**config.mk**
```make
export PLATFORM = sky130hd
export DESIGN_NAME = bus_cycle_sequencer
export DESIGN_NICKNAME = d
export VERILOG_FILES = /design/src/inc/seq_pkg.sv /design/src/core/half_phase.sv /design/src/core/bus_cycle_sequencer.sv
export SDC_FILE = /design/constraint.sdc
export NUM_CORES = 1
export LEC_CHECK = 0
export BUFFER_PORTS_ARGS = -buffer_cell sky130_fd_sc_hd__buf_2
export CORE_ASPECT_RATIO = 0.7
export CORE_UTILIZATION = 50
export DETAILED_ROUTE_END_ITERATION = 10
export PLACE_DENSITY = 0.89
export SLEW_MARGIN = 20
export SYNTH_ARGS = -nofsm -noshare
export SYNTH_HDL_FRONTEND = slang
export SYNTH_SLANG_ARGS = --single-unit
```
**constraint.sdc**
```tcl
create_clock -name mclk -period 2.1 [get_ports mclk]
set_clock_uncertainty 0.05 [all_clocks]
set_input_delay 0.105 -clock mclk [delete_from_list [all_inputs] [get_ports mclk]]
set_output_delay 0.105 -clock mclk [all_outputs]
set_load 0.1 [all_outputs]
```
**src/inc/seq_pkg.sv**
```systemverilog
// constants, types and reset image shared by the bus cycle sequencer
package seq_pkg;

	localparam int ADDR_W = 16; // external address bus width
	localparam int DATA_W = 8; // external data bus width
	localparam int REFRESH_W = 7; // refresh address bits on the low address lines
	localparam int MCLK_PERIOD_NS = 100; // one mclk cycle is one half of a T-state
	localparam int IO_AUTO_WAITS = 1; // automatic wait states in I/O cycles
	localparam int INTACK_AUTO_WAITS = 2; // automatic wait states in interrupt acknowledge
	localparam logic [1:0] IO_AUTO_LOAD = 2'(IO_AUTO_WAITS - 1);
	localparam logic [1:0] INTACK_AUTO_LOAD = 2'(INTACK_AUTO_WAITS - 1);
	localparam logic [REFRESH_W-1:0] REFRESH_RESET = 7'h00;
	localparam logic [ADDR_W-1:0] ADDR_RESET = 16'h0000;
	localparam logic [DATA_W-1:0] DATA_RESET = 8'h00;

	// T-states, gray coded along idle, T1, T2, TW, T3, T4
	typedef enum logic [2:0] {
		ST_IDLE = 3'h0,
		ST_T1 = 3'h1,
		ST_T2 = 3'h3,
		ST_TW = 3'h2,
		ST_T3 = 3'h6,
		ST_T4 = 3'h7,
		ST_HELD = 3'h5
	} tstate_t;

	// machine cycle kinds requested by the core
	typedef enum logic [2:0] {
		K_FETCH = 3'h0,
		K_MEM_RD = 3'h1,
		K_MEM_WR = 3'h2,
		K_IO_RD = 3'h3,
		K_IO_WR = 3'h4,
		K_INTACK = 3'h5
	} kind_t;

	typedef struct packed {
		tstate_t st;
		kind_t kind;
		logic [1:0] auto_left;
		logic wait_seen;
		logic int_pend;
		logic rst_seen;
		logic done;
		logic [REFRESH_W-1:0] refresh_strobe_n_cnt;
		logic [ADDR_W-1:0] addr;
		logic [ADDR_W-1:0] addr_pin;
		logic [DATA_W-1:0] dout;
		logic [DATA_W-1:0] rdata;
		logic addr_oe_n;
		logic data_oe_n;
		logic ctrl_oe_n;
		logic memory_request_n_n;
		logic io_request_n_n;
		logic rd_n;
		logic wr_n;
		logic m1_n;
		logic refresh_strobe_n_n;
		logic grant_n;
	} seq_state_t;

	localparam seq_state_t SEQ_RESET = '{
		st: ST_IDLE, kind: K_FETCH, auto_left: 2'h0, wait_seen: 1'b0,
		int_pend: 1'b0, rst_seen: 1'b0, done: 1'b0, refresh_strobe_n_cnt: REFRESH_RESET,
		addr: ADDR_RESET, addr_pin: ADDR_RESET, dout: DATA_RESET, rdata: DATA_RESET,
		addr_oe_n: 1'b1, data_oe_n: 1'b1, ctrl_oe_n: 1'b0, memory_request_n_n: 1'b1,
		io_request_n_n: 1'b1, rd_n: 1'b1, wr_n: 1'b1, m1_n: 1'b1, refresh_strobe_n_n: 1'b1,
		grant_n: 1'b1
	};

endpackage

```
**src/core/half_phase.sv**
```systemverilog
// half T-state phase generator: low while in the high clock half, high in the low half
module half_phase (
	input wire logic mclk, // system clock
	input wire logic srst, // synchronous reset, active high
	input wire logic ce, // clock enable
	output logic phase // 0: after rising edge, 1: after falling edge
);

	typedef struct packed {
		logic ph;
	} phase_state_t;

	phase_state_t s_reg;
	phase_state_t s_next;

	// toggle once per enabled cycle
	always_comb begin
		s_next = s_reg;
		s_next.ph = ~s_reg.ph;
	end

	// register the phase
	always_ff @(posedge mclk) begin
		if (srst) begin
			s_reg <= '{ph: 1'b1};
		end else if (ce) begin
			s_reg <= s_next;
		end
	end

	assign phase = s_reg.ph;

endmodule

```
**src/core/bus_cycle_sequencer.sv**
```systemverilog
// bus cycle sequencer: fetch, memory, I/O and interrupt acknowledge cycles
module bus_cycle_sequencer (
	input wire logic mclk, // system clock, two cycles per T-state
	input wire logic srst, // synchronous reset, active high
	input wire logic ce, // clock enable, freezes all state when low
	input wire logic cmd_valid, // core requests a machine cycle
	output logic cmd_ready, // request taken this cycle
	input wire seq_pkg::kind_t cmd_kind, // kind of machine cycle
	input wire logic [15:0] cmd_addr, // address or program counter
	input wire logic [7:0] cmd_wdata, // write data
	input wire logic instr_last, // current cycle ends the instruction
	output logic done, // one-cycle pulse at cycle end
	output logic [7:0] rdata, // captured read data or vector
	output logic int_pending, // interrupt seen at instruction end
	output logic cpu_reset, // reset pin seen low
	output logic [15:0] addr_out, // address bus
	output logic addr_oe_n, // address bus enable, low drives
	input wire logic [7:0] data_in, // data bus input
	output logic [7:0] data_out, // data bus output
	output logic data_oe_n, // data bus enable, low drives
	output logic memory_request_n, // memory request strobe
	output logic io_request_n, // I/O request strobe
	output logic read_strobe_n, // read strobe
	output logic write_strobe_n, // write strobe
	output logic ctrl_oe_n, // three-state control enable, low drives
	output logic fetch_cycle_n, // fetch-type cycle indicator
	output logic refresh_strobe_n, // refresh strobe
	output logic bus_grant_n, // bus granted to another master
	input wire logic wait_n, // wait request
	input wire logic int_n, // maskable interrupt request
	input wire logic bus_request_n, // bus request
	input wire logic reset_n // reset pin
);

	seq_pkg::seq_state_t s_reg;
	seq_pkg::seq_state_t s_next;
	logic ph;
	logic m1_cur;
	logic at_end;
	logic accept;
	logic nph;
	logic busy;
	logic early;
	logic io_win;
	logic nm1;
	logic nmem;
	logic t3;
	logic t4;
	logic tw;

	half_phase u_phase (
		.mclk(mclk),
		.srst(srst),
		.ce(ce),
		.phase(ph)
	);

	// cycle decode of the current state
	assign m1_cur = s_reg.kind == seq_pkg::K_FETCH || s_reg.kind == seq_pkg::K_INTACK;
	assign at_end = m1_cur ? s_reg.st == seq_pkg::ST_T4 : s_reg.st == seq_pkg::ST_T3;
	assign accept = ph && !s_reg.rst_seen && reset_n && bus_request_n
		&& (s_reg.st == seq_pkg::ST_IDLE || at_end);
	assign cmd_ready = ce && accept;

	// next state and registered pin values
	always_comb begin
		s_next = s_reg;
		s_next.done = 1'b0;
		if (!ph) begin
			s_next.wait_seen = !wait_n;
			if (s_reg.st == seq_pkg::ST_T3
				&& (s_reg.kind == seq_pkg::K_MEM_RD || s_reg.kind == seq_pkg::K_IO_RD)) begin
				s_next.rdata = data_in;
			end
		end else begin
			s_next.rst_seen = !reset_n;
			case (s_reg.st)
				seq_pkg::ST_IDLE: begin
					s_next.st = !bus_request_n ? seq_pkg::ST_HELD : seq_pkg::ST_IDLE;
				end
				seq_pkg::ST_T1: begin
					s_next.st = seq_pkg::ST_T2;
				end
				seq_pkg::ST_T2: begin
					if (s_reg.kind == seq_pkg::K_IO_RD || s_reg.kind == seq_pkg::K_IO_WR) begin
						s_next.st = seq_pkg::ST_TW;
						s_next.auto_left = seq_pkg::IO_AUTO_LOAD;
					end else if (s_reg.kind == seq_pkg::K_INTACK) begin
						s_next.st = seq_pkg::ST_TW;
						s_next.auto_left = seq_pkg::INTACK_AUTO_LOAD;
					end else begin
						s_next.st = s_reg.wait_seen ? seq_pkg::ST_TW : seq_pkg::ST_T3;
						s_next.auto_left = 2'h0;
					end
				end
				seq_pkg::ST_TW: begin
					if (s_reg.auto_left != 2'h0) begin
						s_next.auto_left = s_reg.auto_left - 2'h1;
					end else begin
						s_next.st = s_reg.wait_seen ? seq_pkg::ST_TW : seq_pkg::ST_T3;
					end
				end
				seq_pkg::ST_T3: begin
					s_next.st = m1_cur ? seq_pkg::ST_T4 : seq_pkg::ST_IDLE;
				end
				seq_pkg::ST_T4: begin
					s_next.st = seq_pkg::ST_IDLE;
				end
				seq_pkg::ST_HELD: begin
					s_next.st = bus_request_n ? seq_pkg::ST_IDLE : seq_pkg::ST_HELD;
				end
				default: begin
					s_next.st = seq_pkg::ST_IDLE;
				end
			endcase
			// fetch-type cycles take data at the rising edge opening T3
			if (m1_cur && s_next.st == seq_pkg::ST_T3 && s_reg.st != seq_pkg::ST_T3) begin
				s_next.rdata = data_in;
			end
			// cycle end: report, advance refresh address after fetch-type cycles, honour bus request
			if (at_end) begin
				s_next.done = 1'b1;
				s_next.st = !bus_request_n ? seq_pkg::ST_HELD : seq_pkg::ST_IDLE;
				if (m1_cur) begin
					s_next.refresh_strobe_n_cnt = s_reg.refresh_strobe_n_cnt + 7'h01;
				end
			end
			if (!reset_n) begin
				s_next.st = seq_pkg::ST_IDLE;
				s_next.done = 1'b0;
			end
			if (accept && cmd_valid) begin
				s_next.st = seq_pkg::ST_T1;
				s_next.kind = cmd_kind;
				s_next.addr = cmd_addr;
				s_next.dout = cmd_wdata;
				if (cmd_kind == seq_pkg::K_INTACK) begin
					s_next.int_pend = 1'b0;
				end
			end
			// interrupt taken at the rising edge of the instruction's last T-state
			if (instr_last && reset_n && (s_next.st == seq_pkg::ST_T4
				|| (s_next.st == seq_pkg::ST_T3 && !m1_cur))) begin
				s_next.int_pend = !int_n;
			end
		end

		// pin values for the half T-state that follows
		nph = ~ph;
		busy = s_next.st != seq_pkg::ST_IDLE && s_next.st != seq_pkg::ST_HELD && !s_next.rst_seen;
		tw = s_next.st == seq_pkg::ST_TW;
		t3 = s_next.st == seq_pkg::ST_T3;
		t4 = s_next.st == seq_pkg::ST_T4;
		early = (s_next.st == seq_pkg::ST_T1 && nph) || s_next.st == seq_pkg::ST_T2 || tw;
		io_win = s_next.st == seq_pkg::ST_T2 || tw || (t3 && !nph);
		nm1 = s_next.kind == seq_pkg::K_FETCH || s_next.kind == seq_pkg::K_INTACK;
		nmem = s_next.kind == seq_pkg::K_FETCH || s_next.kind == seq_pkg::K_MEM_RD
			|| s_next.kind == seq_pkg::K_MEM_WR;
		// memory request: access window, then the refresh read
		s_next.memory_request_n_n = !(busy && ((nmem && early) || (nmem && !nm1 && t3 && !nph)
			|| (nm1 && ((t3 && nph) || (t4 && !nph)))));
		s_next.rd_n = !(busy && (((s_next.kind == seq_pkg::K_FETCH
			|| s_next.kind == seq_pkg::K_MEM_RD) && early)
			|| (s_next.kind == seq_pkg::K_MEM_RD && t3 && !nph)
			|| (s_next.kind == seq_pkg::K_IO_RD && io_win)));
		s_next.wr_n = !(busy && ((s_next.kind == seq_pkg::K_MEM_WR
			&& ((s_next.st == seq_pkg::ST_T2 && nph) || tw || (t3 && !nph)))
			|| (s_next.kind == seq_pkg::K_IO_WR && io_win)));
		s_next.io_request_n_n = !(busy && (((s_next.kind == seq_pkg::K_IO_RD
			|| s_next.kind == seq_pkg::K_IO_WR) && io_win)
			|| (s_next.kind == seq_pkg::K_INTACK && tw
			&& (nph || s_next.auto_left == 2'h0))));
		s_next.m1_n = !(busy && nm1 && (s_next.st == seq_pkg::ST_T1
			|| s_next.st == seq_pkg::ST_T2 || tw));
		s_next.refresh_strobe_n_n = !(busy && nm1 && (t3 || t4));
		s_next.addr_pin = (busy && nm1 && (t3 || t4))
			? {{(seq_pkg::ADDR_W - seq_pkg::REFRESH_W){1'b0}}, s_next.refresh_strobe_n_cnt}
			: s_next.addr;
		s_next.data_oe_n = !(busy && (s_next.kind == seq_pkg::K_MEM_WR
			|| s_next.kind == seq_pkg::K_IO_WR)
			&& ((s_next.st == seq_pkg::ST_T1 && nph) || s_next.st == seq_pkg::ST_T2
			|| tw || t3));
		s_next.addr_oe_n = s_next.rst_seen || s_next.st == seq_pkg::ST_HELD;
		s_next.ctrl_oe_n = s_next.st == seq_pkg::ST_HELD;
		s_next.grant_n = !(s_reg.st == seq_pkg::ST_HELD && s_next.st == seq_pkg::ST_HELD);
	end

	// state register
	always_ff @(posedge mclk) begin
		if (srst) begin
			s_reg <= seq_pkg::SEQ_RESET;
		end else if (ce) begin
			s_reg <= s_next;
		end
	end

	// pins and core outputs straight from the register
	assign done = s_reg.done;
	assign rdata = s_reg.rdata;
	assign int_pending = s_reg.int_pend;
	assign cpu_reset = s_reg.rst_seen;
	assign addr_out = s_reg.addr_pin;
	assign addr_oe_n = s_reg.addr_oe_n;
	assign data_out = s_reg.dout;
	assign data_oe_n = s_reg.data_oe_n;
	assign memory_request_n = s_reg.memory_request_n_n;
	assign io_request_n = s_reg.io_request_n_n;
	assign read_strobe_n = s_reg.rd_n;
	assign write_strobe_n = s_reg.wr_n;
	assign ctrl_oe_n = s_reg.ctrl_oe_n;
	assign fetch_cycle_n = s_reg.m1_n;
	assign refresh_strobe_n = s_reg.refresh_strobe_n_n;
	assign bus_grant_n = s_reg.grant_n;

	// address already on the bus when memory request falls in T1
	memory_request_n_half_a: assert property (@(posedge mclk) disable iff (srst)
		($fell(memory_request_n) && s_reg.st == seq_pkg::ST_T1)
		|-> $stable(addr_out) && ph)
		else $error("memory request fell without a stable address half T-state");

	fetch_start_a: assert property (@(posedge mclk) disable iff (srst)
		(cmd_ready && cmd_valid && cmd_kind == seq_pkg::K_FETCH)
		|=> (addr_out == $past(cmd_addr) && !fetch_cycle_n && memory_request_n))
		else $error("fetch did not start with program counter and high request");

	refresh_slot_a: assert property (@(posedge mclk) disable iff (srst)
		!refresh_strobe_n |-> ((s_reg.st == seq_pkg::ST_T3 || s_reg.st == seq_pkg::ST_T4)
		&& addr_out[15:7] == 9'h000 && fetch_cycle_n && read_strobe_n))
		else $error("refresh strobe outside T3 or T4 or with a wide address");

	fetch_capture_a: assert property (@(posedge mclk) disable iff (srst)
		(ce && ph && m1_cur && s_next.st == seq_pkg::ST_T3 && s_reg.st != seq_pkg::ST_T3)
		|=> rdata == $past(data_in))
		else $error("fetch data not taken at the rising edge into T3");

	write_data_a: assert property (@(posedge mclk) disable iff (srst)
		!write_strobe_n |-> (!data_oe_n && $stable(data_out) && !$past(data_oe_n)))
		else $error("write strobe low without stable driven data");

	write_memory_request_n_a: assert property (@(posedge mclk) disable iff (srst)
		(!write_strobe_n && s_reg.kind == seq_pkg::K_MEM_WR)
		|-> (!memory_request_n && $stable(addr_out)))
		else $error("memory write strobe without request on a stable address");

	io_autowait_a: assert property (@(posedge mclk) disable iff (srst)
		(ce && ph && reset_n && s_reg.st == seq_pkg::ST_T2
		&& (s_reg.kind == seq_pkg::K_IO_RD || s_reg.kind == seq_pkg::K_IO_WR))
		|=> s_reg.st == seq_pkg::ST_TW)
		else $error("I/O cycle skipped its automatic wait state");

	wait_hold_a: assert property (@(posedge mclk) disable iff (srst)
		(ce && ph && reset_n && s_reg.st == seq_pkg::ST_TW && s_reg.auto_left == 2'h0
		&& s_reg.wait_seen) |=> s_reg.st == seq_pkg::ST_TW && !done)
		else $error("transfer completed while wait was held");

	intack_lead_a: assert property (@(posedge mclk) disable iff (srst)
		($fell(io_request_n) && s_reg.kind == seq_pkg::K_INTACK)
		|-> (!$past(fetch_cycle_n, 5) && s_reg.st == seq_pkg::ST_TW))
		else $error("acknowledge request came too soon after the fetch indicator");

	edge_only_a: assert property (@(posedge mclk) disable iff (srst)
		($changed(fetch_cycle_n) || $changed(refresh_strobe_n)) |-> !ph)
		else $error("fetch indicator or refresh strobe moved at a falling edge");

	bus_float_a: assert property (@(posedge mclk) disable iff (srst)
		!bus_grant_n |-> (addr_oe_n && data_oe_n && ctrl_oe_n && $past(ctrl_oe_n)))
		else $error("bus granted before outputs floated");

	m1_only_a: assert property (@(posedge mclk) disable iff (srst)
		!fetch_cycle_n |-> (s_reg.kind == seq_pkg::K_FETCH || s_reg.kind == seq_pkg::K_INTACK))
		else $error("fetch indicator low outside a fetch-type cycle");

	io_strobe_a: assert property (@(posedge mclk) disable iff (srst)
		(!io_request_n && s_reg.kind != seq_pkg::K_INTACK)
		|-> ((!read_strobe_n || !write_strobe_n) && memory_request_n))
		else $error("I/O request without read or write");

	reset_idle_a: assert property (@(posedge mclk) disable iff (srst)
		cpu_reset |-> (memory_request_n && io_request_n && read_strobe_n
		&& write_strobe_n && addr_oe_n && data_oe_n))
		else $error("controls active while reset pin seen low");

endmodule

```
==> results of run 1 <==
## path summary, 6_finish.rpt
| kind | start | endpoint | slack (ns) | depth (start not counted) |
|---|---|---|---|---|
| max | s_reg[71]$_SDFFE_PP0P_ | bus_grant_n$_SDFFE_PP1P_ | -0.27 | 8 |
| min | int_n | int_pending$_SDFFE_PP0P_ | 0.007 | 3 |
| max reg2reg | s_reg[71]$_SDFFE_PP0P_ | bus_grant_n$_SDFFE_PP1P_ | -0.27 | 8 |
| min reg2reg | data_out[7]$_SDFFE_PP0P_ | data_out[7]$_SDFFE_PP0P_ | 0.41 | 2 |
## cells in the final DEF (no fill, tap or decap), types with 4 or more instances in the layout
cell / synthesis / routed
sky130_fd_sc_hd__o21ai_1: 1 / 6
sky130_fd_sc_hd__nand3_1: 9 / 8
sky130_fd_sc_hd__dfxtp_1: 78 / 71
sky130_fd_sc_hd__o21bai_1: 6 / 5
sky130_fd_sc_hd__nand3b_1: 5 / 5
sky130_fd_sc_hd__clkbuf_16: 0 / 11
sky130_fd_sc_hd__dfxtp_4: 0 / 5
sky130_fd_sc_hd__buf_2: 6 / 88
sky130_fd_sc_hd__buf_12: 0 / 4
sky130_fd_sc_hd__buf_6: 2 / 8
sky130_fd_sc_hd__and2_1: 5 / 4
sky130_fd_sc_hd__nand2_1: 76 / 76
sky130_fd_sc_hd__nor2b_1: 5 / 4
sky130_fd_sc_hd__mux2i_1: 23 / 14
sky130_fd_sc_hd__a21oi_1: 28 / 23
sky130_fd_sc_hd__a22oi_1: 11 / 10
sky130_fd_sc_hd__o32ai_1: 5 / 5
sky130_fd_sc_hd__mux2i_2: 0 / 4
sky130_fd_sc_hd__o211ai_1: 5 / 5
sky130_fd_sc_hd__a211oi_2: 0 / 7
sky130_fd_sc_hd__inv_1: 7 / 7
sky130_fd_sc_hd__xnor2_1: 4 / 4
sky130_fd_sc_hd__nor3_1: 7 / 6
sky130_fd_sc_hd__o21ai_0: 16 / 10
sky130_fd_sc_hd__buf_4: 37 / 76
sky130_fd_sc_hd__nand2b_1: 7 / 7
sky130_fd_sc_hd__mux2i_4: 0 / 5
sky130_fd_sc_hd__a21oi_4: 1 / 4
sky130_fd_sc_hd__xor2_1: 10 / 10
sky130_fd_sc_hd__a211oi_1: 17 / 9
sky130_fd_sc_hd__dlygate4sd3_1: 0 / 23
sky130_fd_sc_hd__nor2_1: 77 / 73
sky130_fd_sc_hd__and3_1: 5 / 5
## worst max-delay path: stages, from the launching register on
cell,delay (ns)
sky130_fd_sc_hd__dfxtp_4,0.38
sky130_fd_sc_hd__xor2_4,0.21
sky130_fd_sc_hd__o311ai_1,0.42
sky130_fd_sc_hd__o21ai_1,0.18
sky130_fd_sc_hd__a21oi_4,0.18
sky130_fd_sc_hd__nor2_4,0.05
sky130_fd_sc_hd__or4b_4,0.50
sky130_fd_sc_hd__o32ai_2,0.21
sky130_fd_sc_hd__nand2b_1,0.07
## what timing repair did
| item | in CTS | in global routing |
|---|---|---|
| gates cloned | 0 | 2 |
| setup buffers | 7 | 7 |
| setup endpoints to repair | 50 | 52 |
| hold buffers | 23 | 0 |
| pin swaps | 13 | 7 |
| gates resized for setup | 39 | 42 |
| endpoints found under the hold margin | 23 | 0 |
## routing by layer
| metal | part of all wire (%) | up-vias | track usage, % |
|---|---|---|---|
| met1 | 43 | 2080 | 36.2 |
| li1 | - | 2081 | - |
| met2 | 47 | 235 | 49.0 |
| met4 | 2.0 | 0 | 8.78 |
| met5 | 0 | - | 0 |
| met3 | 8.9 | 28 | 9.69 |
## cells in the mapped netlist (2+ instances only)
| library cell | instances |
|---|---|
| sky130_fd_sc_hd__xor2_1 | 10 |
| sky130_fd_sc_hd__o22ai_1 | 2 |
| sky130_fd_sc_hd__xnor2_1 | 4 |
| sky130_fd_sc_hd__nand3b_1 | 5 |
| sky130_fd_sc_hd__nor2b_1 | 5 |
| sky130_fd_sc_hd__a211o_1 | 2 |
| sky130_fd_sc_hd__a311oi_1 | 2 |
| sky130_fd_sc_hd__buf_4 | 37 |
| sky130_fd_sc_hd__inv_1 | 7 |
| sky130_fd_sc_hd__mux2i_1 | 23 |
| sky130_fd_sc_hd__clkbuf_1 | 25 |
| sky130_fd_sc_hd__o32ai_1 | 5 |
| sky130_fd_sc_hd__a21oi_1 | 28 |
| sky130_fd_sc_hd__o211ai_1 | 5 |
| sky130_fd_sc_hd__nand3_1 | 9 |
| sky130_fd_sc_hd__buf_6 | 2 |
| sky130_fd_sc_hd__nand2b_1 | 7 |
| sky130_fd_sc_hd__buf_2 | 6 |
| sky130_fd_sc_hd__o21a_1 | 2 |
| sky130_fd_sc_hd__mux2_2 | 3 |
| sky130_fd_sc_hd__a211oi_1 | 17 |
| sky130_fd_sc_hd__and2_1 | 5 |
| sky130_fd_sc_hd__o21ai_0 | 16 |
| sky130_fd_sc_hd__nand4_1 | 3 |
| sky130_fd_sc_hd__and4_1 | 3 |
| sky130_fd_sc_hd__dfxtp_1 | 78 |
| sky130_fd_sc_hd__a31o_2 | 2 |
| sky130_fd_sc_hd__nor3_1 | 7 |
| sky130_fd_sc_hd__nor2_1 | 77 |
| sky130_fd_sc_hd__nand2_1 | 76 |
| sky130_fd_sc_hd__o21bai_1 | 6 |
| sky130_fd_sc_hd__a22oi_1 | 11 |
| sky130_fd_sc_hd__and3_1 | 5 |
## per-stage QoR
step | setup TNS, ns | instances | worst slack [ns] | hold WS (ns)
floorplan | -1.49 | 527 | -0.141 | 0.151
global placement | -4.55 | 720 | -0.269 | 0.240
detailed placement | -6.68 | 720 | -0.319 | 0.245
CTS | -2.77 | 765 | -0.215 | 0.0137
global route | -7.19 | 774 | -0.312 | 0.0223
finish | -4.46 | 774 | -0.265 | 0.00733
## where the power goes
part | switching, mW | internal, mW
Combinational | 0.491 | 0.343
Clock | 0.617 | 0.837
Sequential | 0.0379 | 1.52
Total | 1.15 | 2.70
## final cells by class
type | count | area [sq um]
Inverter | 7 | 26.3
Fill cell | 543 | 2060
Multi-Input combinational cell | 371 | 2510
Tap cell | 101 | 126
Sequential cell | 78 | 1580
Clock inverter | 4 | 31.3
Timing Repair Buffer | 201 | 1460
Clock buffer | 12 | 246
## logic make-up (layout without fill, tap and decap cells)
family | Yosys count | in the layout | synth area share (%)
buffers and inverters | 78 | 224 | 10.7
AO/OA/AOI/OAI | 114 | 114 | 18.7
multiplexers | 27 | 27 | 6.60
adder cells (fa/ha/maj) | 1 | 1 | 0.296
XOR/XNOR | 16 | 16 | 3.67
flip-flops | 78 | 78 | 36.9
AND/OR/NAND/NOR | 213 | 213 | 23.0
==> metrics.log, run 1 <==
[metrics] outcome: finished with violations
[metrics] failing checks: design-rule violations, negative setup slack
[metrics] Yosys warning count: 0
[metrics] clock buffers created by TritonCTS: 9
[metrics] maximum net fanout on the critical path: 4
[metrics] average instance area after synthesis: between 8 and 9 sq um
[metrics] fraction of the yosys area taken by sequential cells: about 37%
[metrics] first-pass iteration count of the detailed router: 8
[metrics] Achievable Freq: about 0.42 GHz
[metrics] min Tclk post-route: about 2.4 ns
[metrics] nets in the synthesized netlist: roughly 570
[metrics] hpwl dp: around 8600 um
[metrics] nets: between 700 and 800
[metrics] crit path kind: flop to flop
[metrics] initial core utilization: 52.6%
[metrics] buffer depth of the longest clock path: 2
[metrics] number of remaining DRC errors: 8
[metrics] H-tree depth: 3
[metrics] number of clock sinks: slightly below 80
[metrics] vias in the first global route: around 4300
[metrics] Fin. Hold Viols: 0
[metrics] post-synthesis instance area: between 4000 and 5000 sq um
[metrics] crit path capture type: flop
[metrics] clock-pin slew reported for the worst setup and hold paths after clock tree synthesis: 0.06 ns
[metrics] Setup WS post-layout: -0.265 ns
[metrics] number of cells produced by synthesis: between 500 and 600
[metrics] number of flops mapped to enable cells by yosys: 0
[metrics] final slew viol count: 0
[metrics] number of storage elements in the synthesis netlist: just under 80
[metrics] worst slew margin relative to its limit: 59.7%
[metrics] global route overflow: 0
[metrics] wirelength, routed: around 13000 um
[metrics] global-route wire length before repair: around 20000 um
[metrics] RSZ-0062 raised after global routing: true
[metrics] CTS tree: yes
[metrics] global-route total usage across every layer: between 20% and 30%
[metrics] top cell type's share of synthesized area: a little under two fifths
[metrics] first-iteration detailed-routing DRC count: around 420
[metrics] ratio of cells with drive above 1 in the final layout: between 30% and 40%
[metrics] Die X-Extent: 112 um
[metrics] max reg flops: 32
[metrics] path type of the worst min-delay path: input pin to flop
[metrics] Finish-stage setup viols: 28
[metrics] post-route standard cell area excluding fillers: 5980 sq um
[metrics] total number of vias: between 4000 and 5000
[metrics] Overall Power: slightly below 4 mW
[metrics] count of distinct cell types in the synthesized netlist: between 60 and 70
[metrics] y dimension of the die: 78.9 um
[metrics] MaxCap Viol Count: 0
[metrics] power density over the cells: ~640 nW/um^2
[metrics] insertion delay of the later-clocked pin in the worst-skew pair: between 0.3 and 0.4 ns
[metrics] CTS Root Buffer Type: sky130_fd_sc_hd__clkbuf_16
[metrics] area leader, netlist: sky130_fd_sc_hd__dfxtp_1
[metrics] Slew @ Worst Pin: slightly above 0.6 ns
[metrics] final estimated routing congestion in global placement: 0.951
[metrics] utilization after layout: about three quarters
[metrics] Ports: 90
[metrics] num rows: 27
[metrics] die area: about 9000 sq um
[metrics] Worst Path Required: roughly 2.3 ns
[metrics] Area contributors post-synth: sky130_fd_sc_hd__dfxtp_1 (37%), sky130_fd_sc_hd__nor2_1 (6.8%), sky130_fd_sc_hd__nand2_1 (6.7%)
[metrics] number of antenna violations at the first check in global routing: 0
[metrics] peak supply drop: slightly below 500 uV
[metrics] top flip-flop cell by instance count after synthesis: sky130_fd_sc_hd__dfxtp_1
[metrics] Critical Path Source Type: flop
[metrics] Vias/cell: around 5.7
[metrics] drt wl/cell: roughly 17 um
[metrics] Port Buffers: 89
[metrics] share of flip-flops with an asynchronous set or reset: 0%
[metrics] pin count of the biggest net entering global routing: 33
[metrics] WP data arrival: approximately 2.6 ns
[metrics] Area after DPL: between 5000 and 6000 sq um
[metrics] signed area change from the synthesized netlist to the final layout: 41.5%
[metrics] Core ar.: around 8000 sq um
[metrics] post-route fraction of the period consumed by the critical path: 113%
[metrics] Antenna Nets Post-Route: 0
[metrics] cell leakage power: between 2 and 3 nW
[metrics] number of antenna diodes: 0
Note: power is estimated with default switching activity, not from simulation.
==> inputs of run 2 (changes only) <==
Settings changed: ABC_AREA set to 1, CORE_UTILIZATION 50 to 49, PLACE_DENSITY 0.89 to 0.88, RECOVER_POWER set to 100.
==> run 2 against run 1 <==
Against the previous run:
- the flow still finishes with violations (design-rule violations, negative setup slack)
- final area fell by 3.3%
- sequential power is 4% higher
- routed wire length grew 0.23%
- critical path type unchanged
- largest cell class unchanged
==> metrics.log, run 2 <==
[metrics] outcome: finished with violations
[metrics] failing checks: design-rule violations, negative setup slack
[metrics] filler cell count: 611 (+13%)
[metrics] signed area change from the synthesized netlist to the final layout: 40.6%
[metrics] MaxCap Viol Count: 0 (unchanged)
[metrics] number of antenna violations at the first check in global routing: 0 (unchanged)
[metrics] ratio of cells with drive above 1 in the final layout: 35.1% (-2.6 points)
[metrics] WHS: 0.0136 ns (+0.00631 ns)
[metrics] first-pass iteration count of the detailed router: 8 (unchanged)
[metrics] number of storage elements in the synthesis netlist: 78 (unchanged)
[metrics] Sw Pwr: 1.60 mW (+40%)
[metrics] Antenna Nets Post-Route: 0 (unchanged)
[metrics] Worst Path Required: 2.27 ns (about the same)
[metrics] Port Buffers: 89 (unchanged)
[metrics] logic gate share of total power: 29.6% (+7.9 points)
[metrics] power density over the cells: 793 nW/um^2 (+23%)
[metrics] max reg flops: 32 (unchanged)
[metrics] first-iteration detailed-routing DRC count: 379 (-9.3%)
[metrics] top cell type's share of synthesized area: 38.0% (+1.0 points)
[metrics] nets in the synthesized netlist: 630 (+10%)
[metrics] Setup TNS: -3.34 ns (+1.12 ns)
[metrics] maximum net fanout on the critical path: 7 (+3)
[metrics] number of clock sinks: 78 (unchanged)
[metrics] global route overflow: 0 (unchanged)
[metrics] number of cells produced by synthesis: 585 (+11%)
[metrics] CP startpoint: s_reg[71]$_SDFFE_PP0P_
[metrics] Fin. Hold Viols: 0 (unchanged)
[metrics] Post-synth top cells: sky130_fd_sc_hd__nand2_1 (124), sky130_fd_sc_hd__dfxtp_1 (78), sky130_fd_sc_hd__a21oi_1 (61), sky130_fd_sc_hd__inv_1 (61), sky130_fd_sc_hd__o21ai_0 (41)
[metrics] num rows: 27 (unchanged)
[metrics] crit path capture type: flop
[metrics] Slew @ Worst Pin: 1.20 ns (+0.596 ns)
[metrics] share of flip-flops with an asynchronous set or reset: 0% (unchanged)
[metrics] insertion delay of the later-clocked pin in the worst-skew pair: 0.35 ns (about the same)
[metrics] worst hold start: cmd_wdata[2]
[metrics] fraction of the yosys area taken by sequential cells: 38.0% (+1.0 points)
[metrics] initial core utilization: 51.4% (-1.2 points)
[metrics] global-route total usage across every layer: 29.7% (+0.35 points)
[metrics] Setup WS post-layout: -0.206 ns (+0.0588 ns)
[metrics] Vias/cell: 5.56 (-2.7%)
[metrics] buffer depth of the longest clock path: 2 (unchanged)
[metrics] wirelength, routed: 13500 um (+0.23%)
[metrics] Area contributors post-synth: sky130_fd_sc_hd__dfxtp_1 (38%), sky130_fd_sc_hd__nand2_1 (11%), sky130_fd_sc_hd__a21oi_1 (7.4%)
[metrics] Core ar.: 8010 sq um (-0.42%)
[metrics] post-synthesis instance area: 4110 sq um (-2.7%)
[metrics] H-tree depth: 3 (unchanged)
[metrics] worst slew margin relative to its limit: 20.3% (-39 points)
[metrics] die area: 8770 sq um (-0.70%)
[metrics] pin count of the biggest net entering global routing: 53 (+61%)
[metrics] number of placed cells counting well taps: 763 (+6.0%)
[metrics] path type of the worst min-delay path: input pin to flop
[metrics] average instance area after synthesis: 7.03 sq um (-12%)
[metrics] dpl ws: -0.271 ns (+0.0479 ns)
[metrics] Cell Count, Final, Fillers Out: 819 (+5.8%)
[metrics] count of distinct cell types in the synthesized netlist: 39 (-40%)
[metrics] clock share of power: 35.0% (-2.8 points)
[metrics] crit path kind: flop to flop
[metrics] clock-pin slew reported for the worst setup and hold paths after clock tree synthesis: 0.06 ns (about the same)
[metrics] cell leakage power: 2.60 nW (+0.59%)
[metrics] RSZ-0062 raised after global routing: true
[metrics] nets: 758 (+6.3%)
[metrics] CTS tree: yes
[metrics] post-route fraction of the period consumed by the critical path: 110% (-2.8 points)
[metrics] final slew viol count: 0 (unchanged)
[metrics] most common cell after layout, fill and taps aside: sky130_fd_sc_hd__nand2_1
[metrics] min Tclk post-route: 2.31 ns (-0.0588 ns)
[metrics] Critical Path Source Type: flop
[metrics] most common cell in the netlist: sky130_fd_sc_hd__nand2_1
[metrics] final estimated routing congestion in global placement: 0.954 (+0.28%)
[metrics] Die X-Extent: 112 um (-0.35%)
[metrics] clock buffers created by TritonCTS: 9 (unchanged)
[metrics] top flip-flop cell by instance count after synthesis: sky130_fd_sc_hd__dfxtp_1
[metrics] global-route wire length before repair: 20200 um (-0.61%)
[metrics] RR Startpoint: s_reg[71]$_SDFFE_PP0P_
[metrics] number of antenna diodes: 0 (unchanged)
[metrics] total number of vias: 4554 (+2.9%)
[metrics] area leader, netlist: sky130_fd_sc_hd__dfxtp_1
[metrics] y dimension of the die: 78.7 um (-0.35%)
[metrics] hpwl dp: 7690 um (-11%)
[metrics] power share of the sequential group: 35.4% (-5.1 points)
[metrics] Ports: 90 (unchanged)
[metrics] drt wl/cell: 16.5 um (-5.3%)
[metrics] WP data arrival: 2.48 ns (-0.07 ns)
[metrics] Yosys warning count: 0 (unchanged)
[metrics] commonest non-fill, non-tap cells in the layout: sky130_fd_sc_hd__nand2_1 (89), sky130_fd_sc_hd__dfxtp_1 (72), sky130_fd_sc_hd__buf_4 (61)
[metrics] Achievable Freq: 0.434 GHz (+2.6%)
[metrics] switching portion of total power: 34.9% (+5.1 points)
[metrics] vias in the first global route: 4244 (-0.31%)
[metrics] Internal: 2.99 mW (+11%)
[metrics] peak supply drop: 475 uV (-2.6%)
[metrics] number of flops mapped to enable cells by yosys: 0 (unchanged)
[metrics] number of remaining DRC errors: 5 (-3)
[metrics] Finish-stage setup viols: 23 (-18%)
[metrics] CTS Root Buffer Type: sky130_fd_sc_hd__clkbuf_16
[run 2: cell families (layout without fill, tap and decap cells)]
logic type	count (synthesis)	count (layout)	synth area share, %
AO/OA/AOI/OAI	138	138	18.6
XOR/XNOR	6	6	1.28
adder cells (fa/ha/maj)	1	1	0.304
buffers and inverters	126	257	15.0
flip-flops	78	78	38.0
multiplexers	5	5	1.22
AND/OR/NAND/NOR	231	233	25.7
[run 2: power groups by stage]
stage	Combinational, mW	Sequential [mW]	Clock (mW)
5_1_grt	1.44	1.63	1.69
6_report	1.36	1.62	1.61
4_1_cts	1.21	1.61	1.62
2_1_floorplan	0.683	1.72	0
3_3_place_gp	1.02	1.63	0
3_5_place_dp	1.04	1.64	0
[run 2: layout make-up]
class	count	area (sq um)	area share (%)
clock inverters	5	57.6	0.995
well taps	101	126	2.19
inverters	66	255	4.41
clock buffers	11	253	4.37
multi-input cells	383	2380	41.2
flip-flops and latches	78	1580	27.4
repair buffers	175	1120	19.5
[run 2: critical path, cell delays in order (launching register included)]
cell and delay (ns):
sky130_fd_sc_hd__dfxtp_4 0.42, sky130_fd_sc_hd__inv_2 0.06, sky130_fd_sc_hd__nand2_2 0.09, sky130_fd_sc_hd__nand3_4 0.12, sky130_fd_sc_hd__nand2_4 0.11, sky130_fd_sc_hd__nand3_4 0.11, sky130_fd_sc_hd__nand3_4 0.14, sky130_fd_sc_hd__nand2_2 0.09
sky130_fd_sc_hd__o21ai_4 0.11, sky130_fd_sc_hd__nand3_2 0.15, sky130_fd_sc_hd__nand2_4 0.16, sky130_fd_sc_hd__nand4_4 0.21, sky130_fd_sc_hd__buf_6 0.21, sky130_fd_sc_hd__nand2_1 0.07, sky130_fd_sc_hd__a21oi_1 0.07
[run 2: repair_timing]
item	4_1_cts	5_1_grt
pin swaps	24	33
setup buffers	13	11
cloned	2	0
resized for setup	63	73
hold buffers	14	1
endpoints found under the hold margin	14	1
endpoints found under the setup margin	26	45
[run 2: layer usage]
layer	vias up	track usage [%]	part of all wire, %	wire, um
met5	-	0	0	0
met4	0	11.5	3.0	401
met3	54	8.88	6.9	937
met2	239	51.2	50	6780
met1	2112	34.9	40	5410
li1	2149	-	-	-
[run 2: worst paths after layout]
| kind | slack (ns) | cells after the start | end |
|---|---|---|---|
| min reg2reg | 0.40 | 2 | data_out[2]$_SDFFE_PP0P_ |
| min | 0.01 | 3 | data_out[2]$_SDFFE_PP0P_ |
| max | -0.21 | 14 | addr_out[15]$_SDFFE_PP0P_ |
| max reg2reg | -0.21 | 14 | addr_out[15]$_SDFFE_PP0P_ |
[run 2: metrics by stage]
stage               power, mW  instance area [sq um]  util, %
floorplan                2.40                   4120        -
global placement         2.65                   4700     58.7
detailed placement       2.68                   4700     58.7
CTS                      4.44                   5490     68.6
global route             4.77                   5780     72.2
finish                   4.59                   5780     72.2
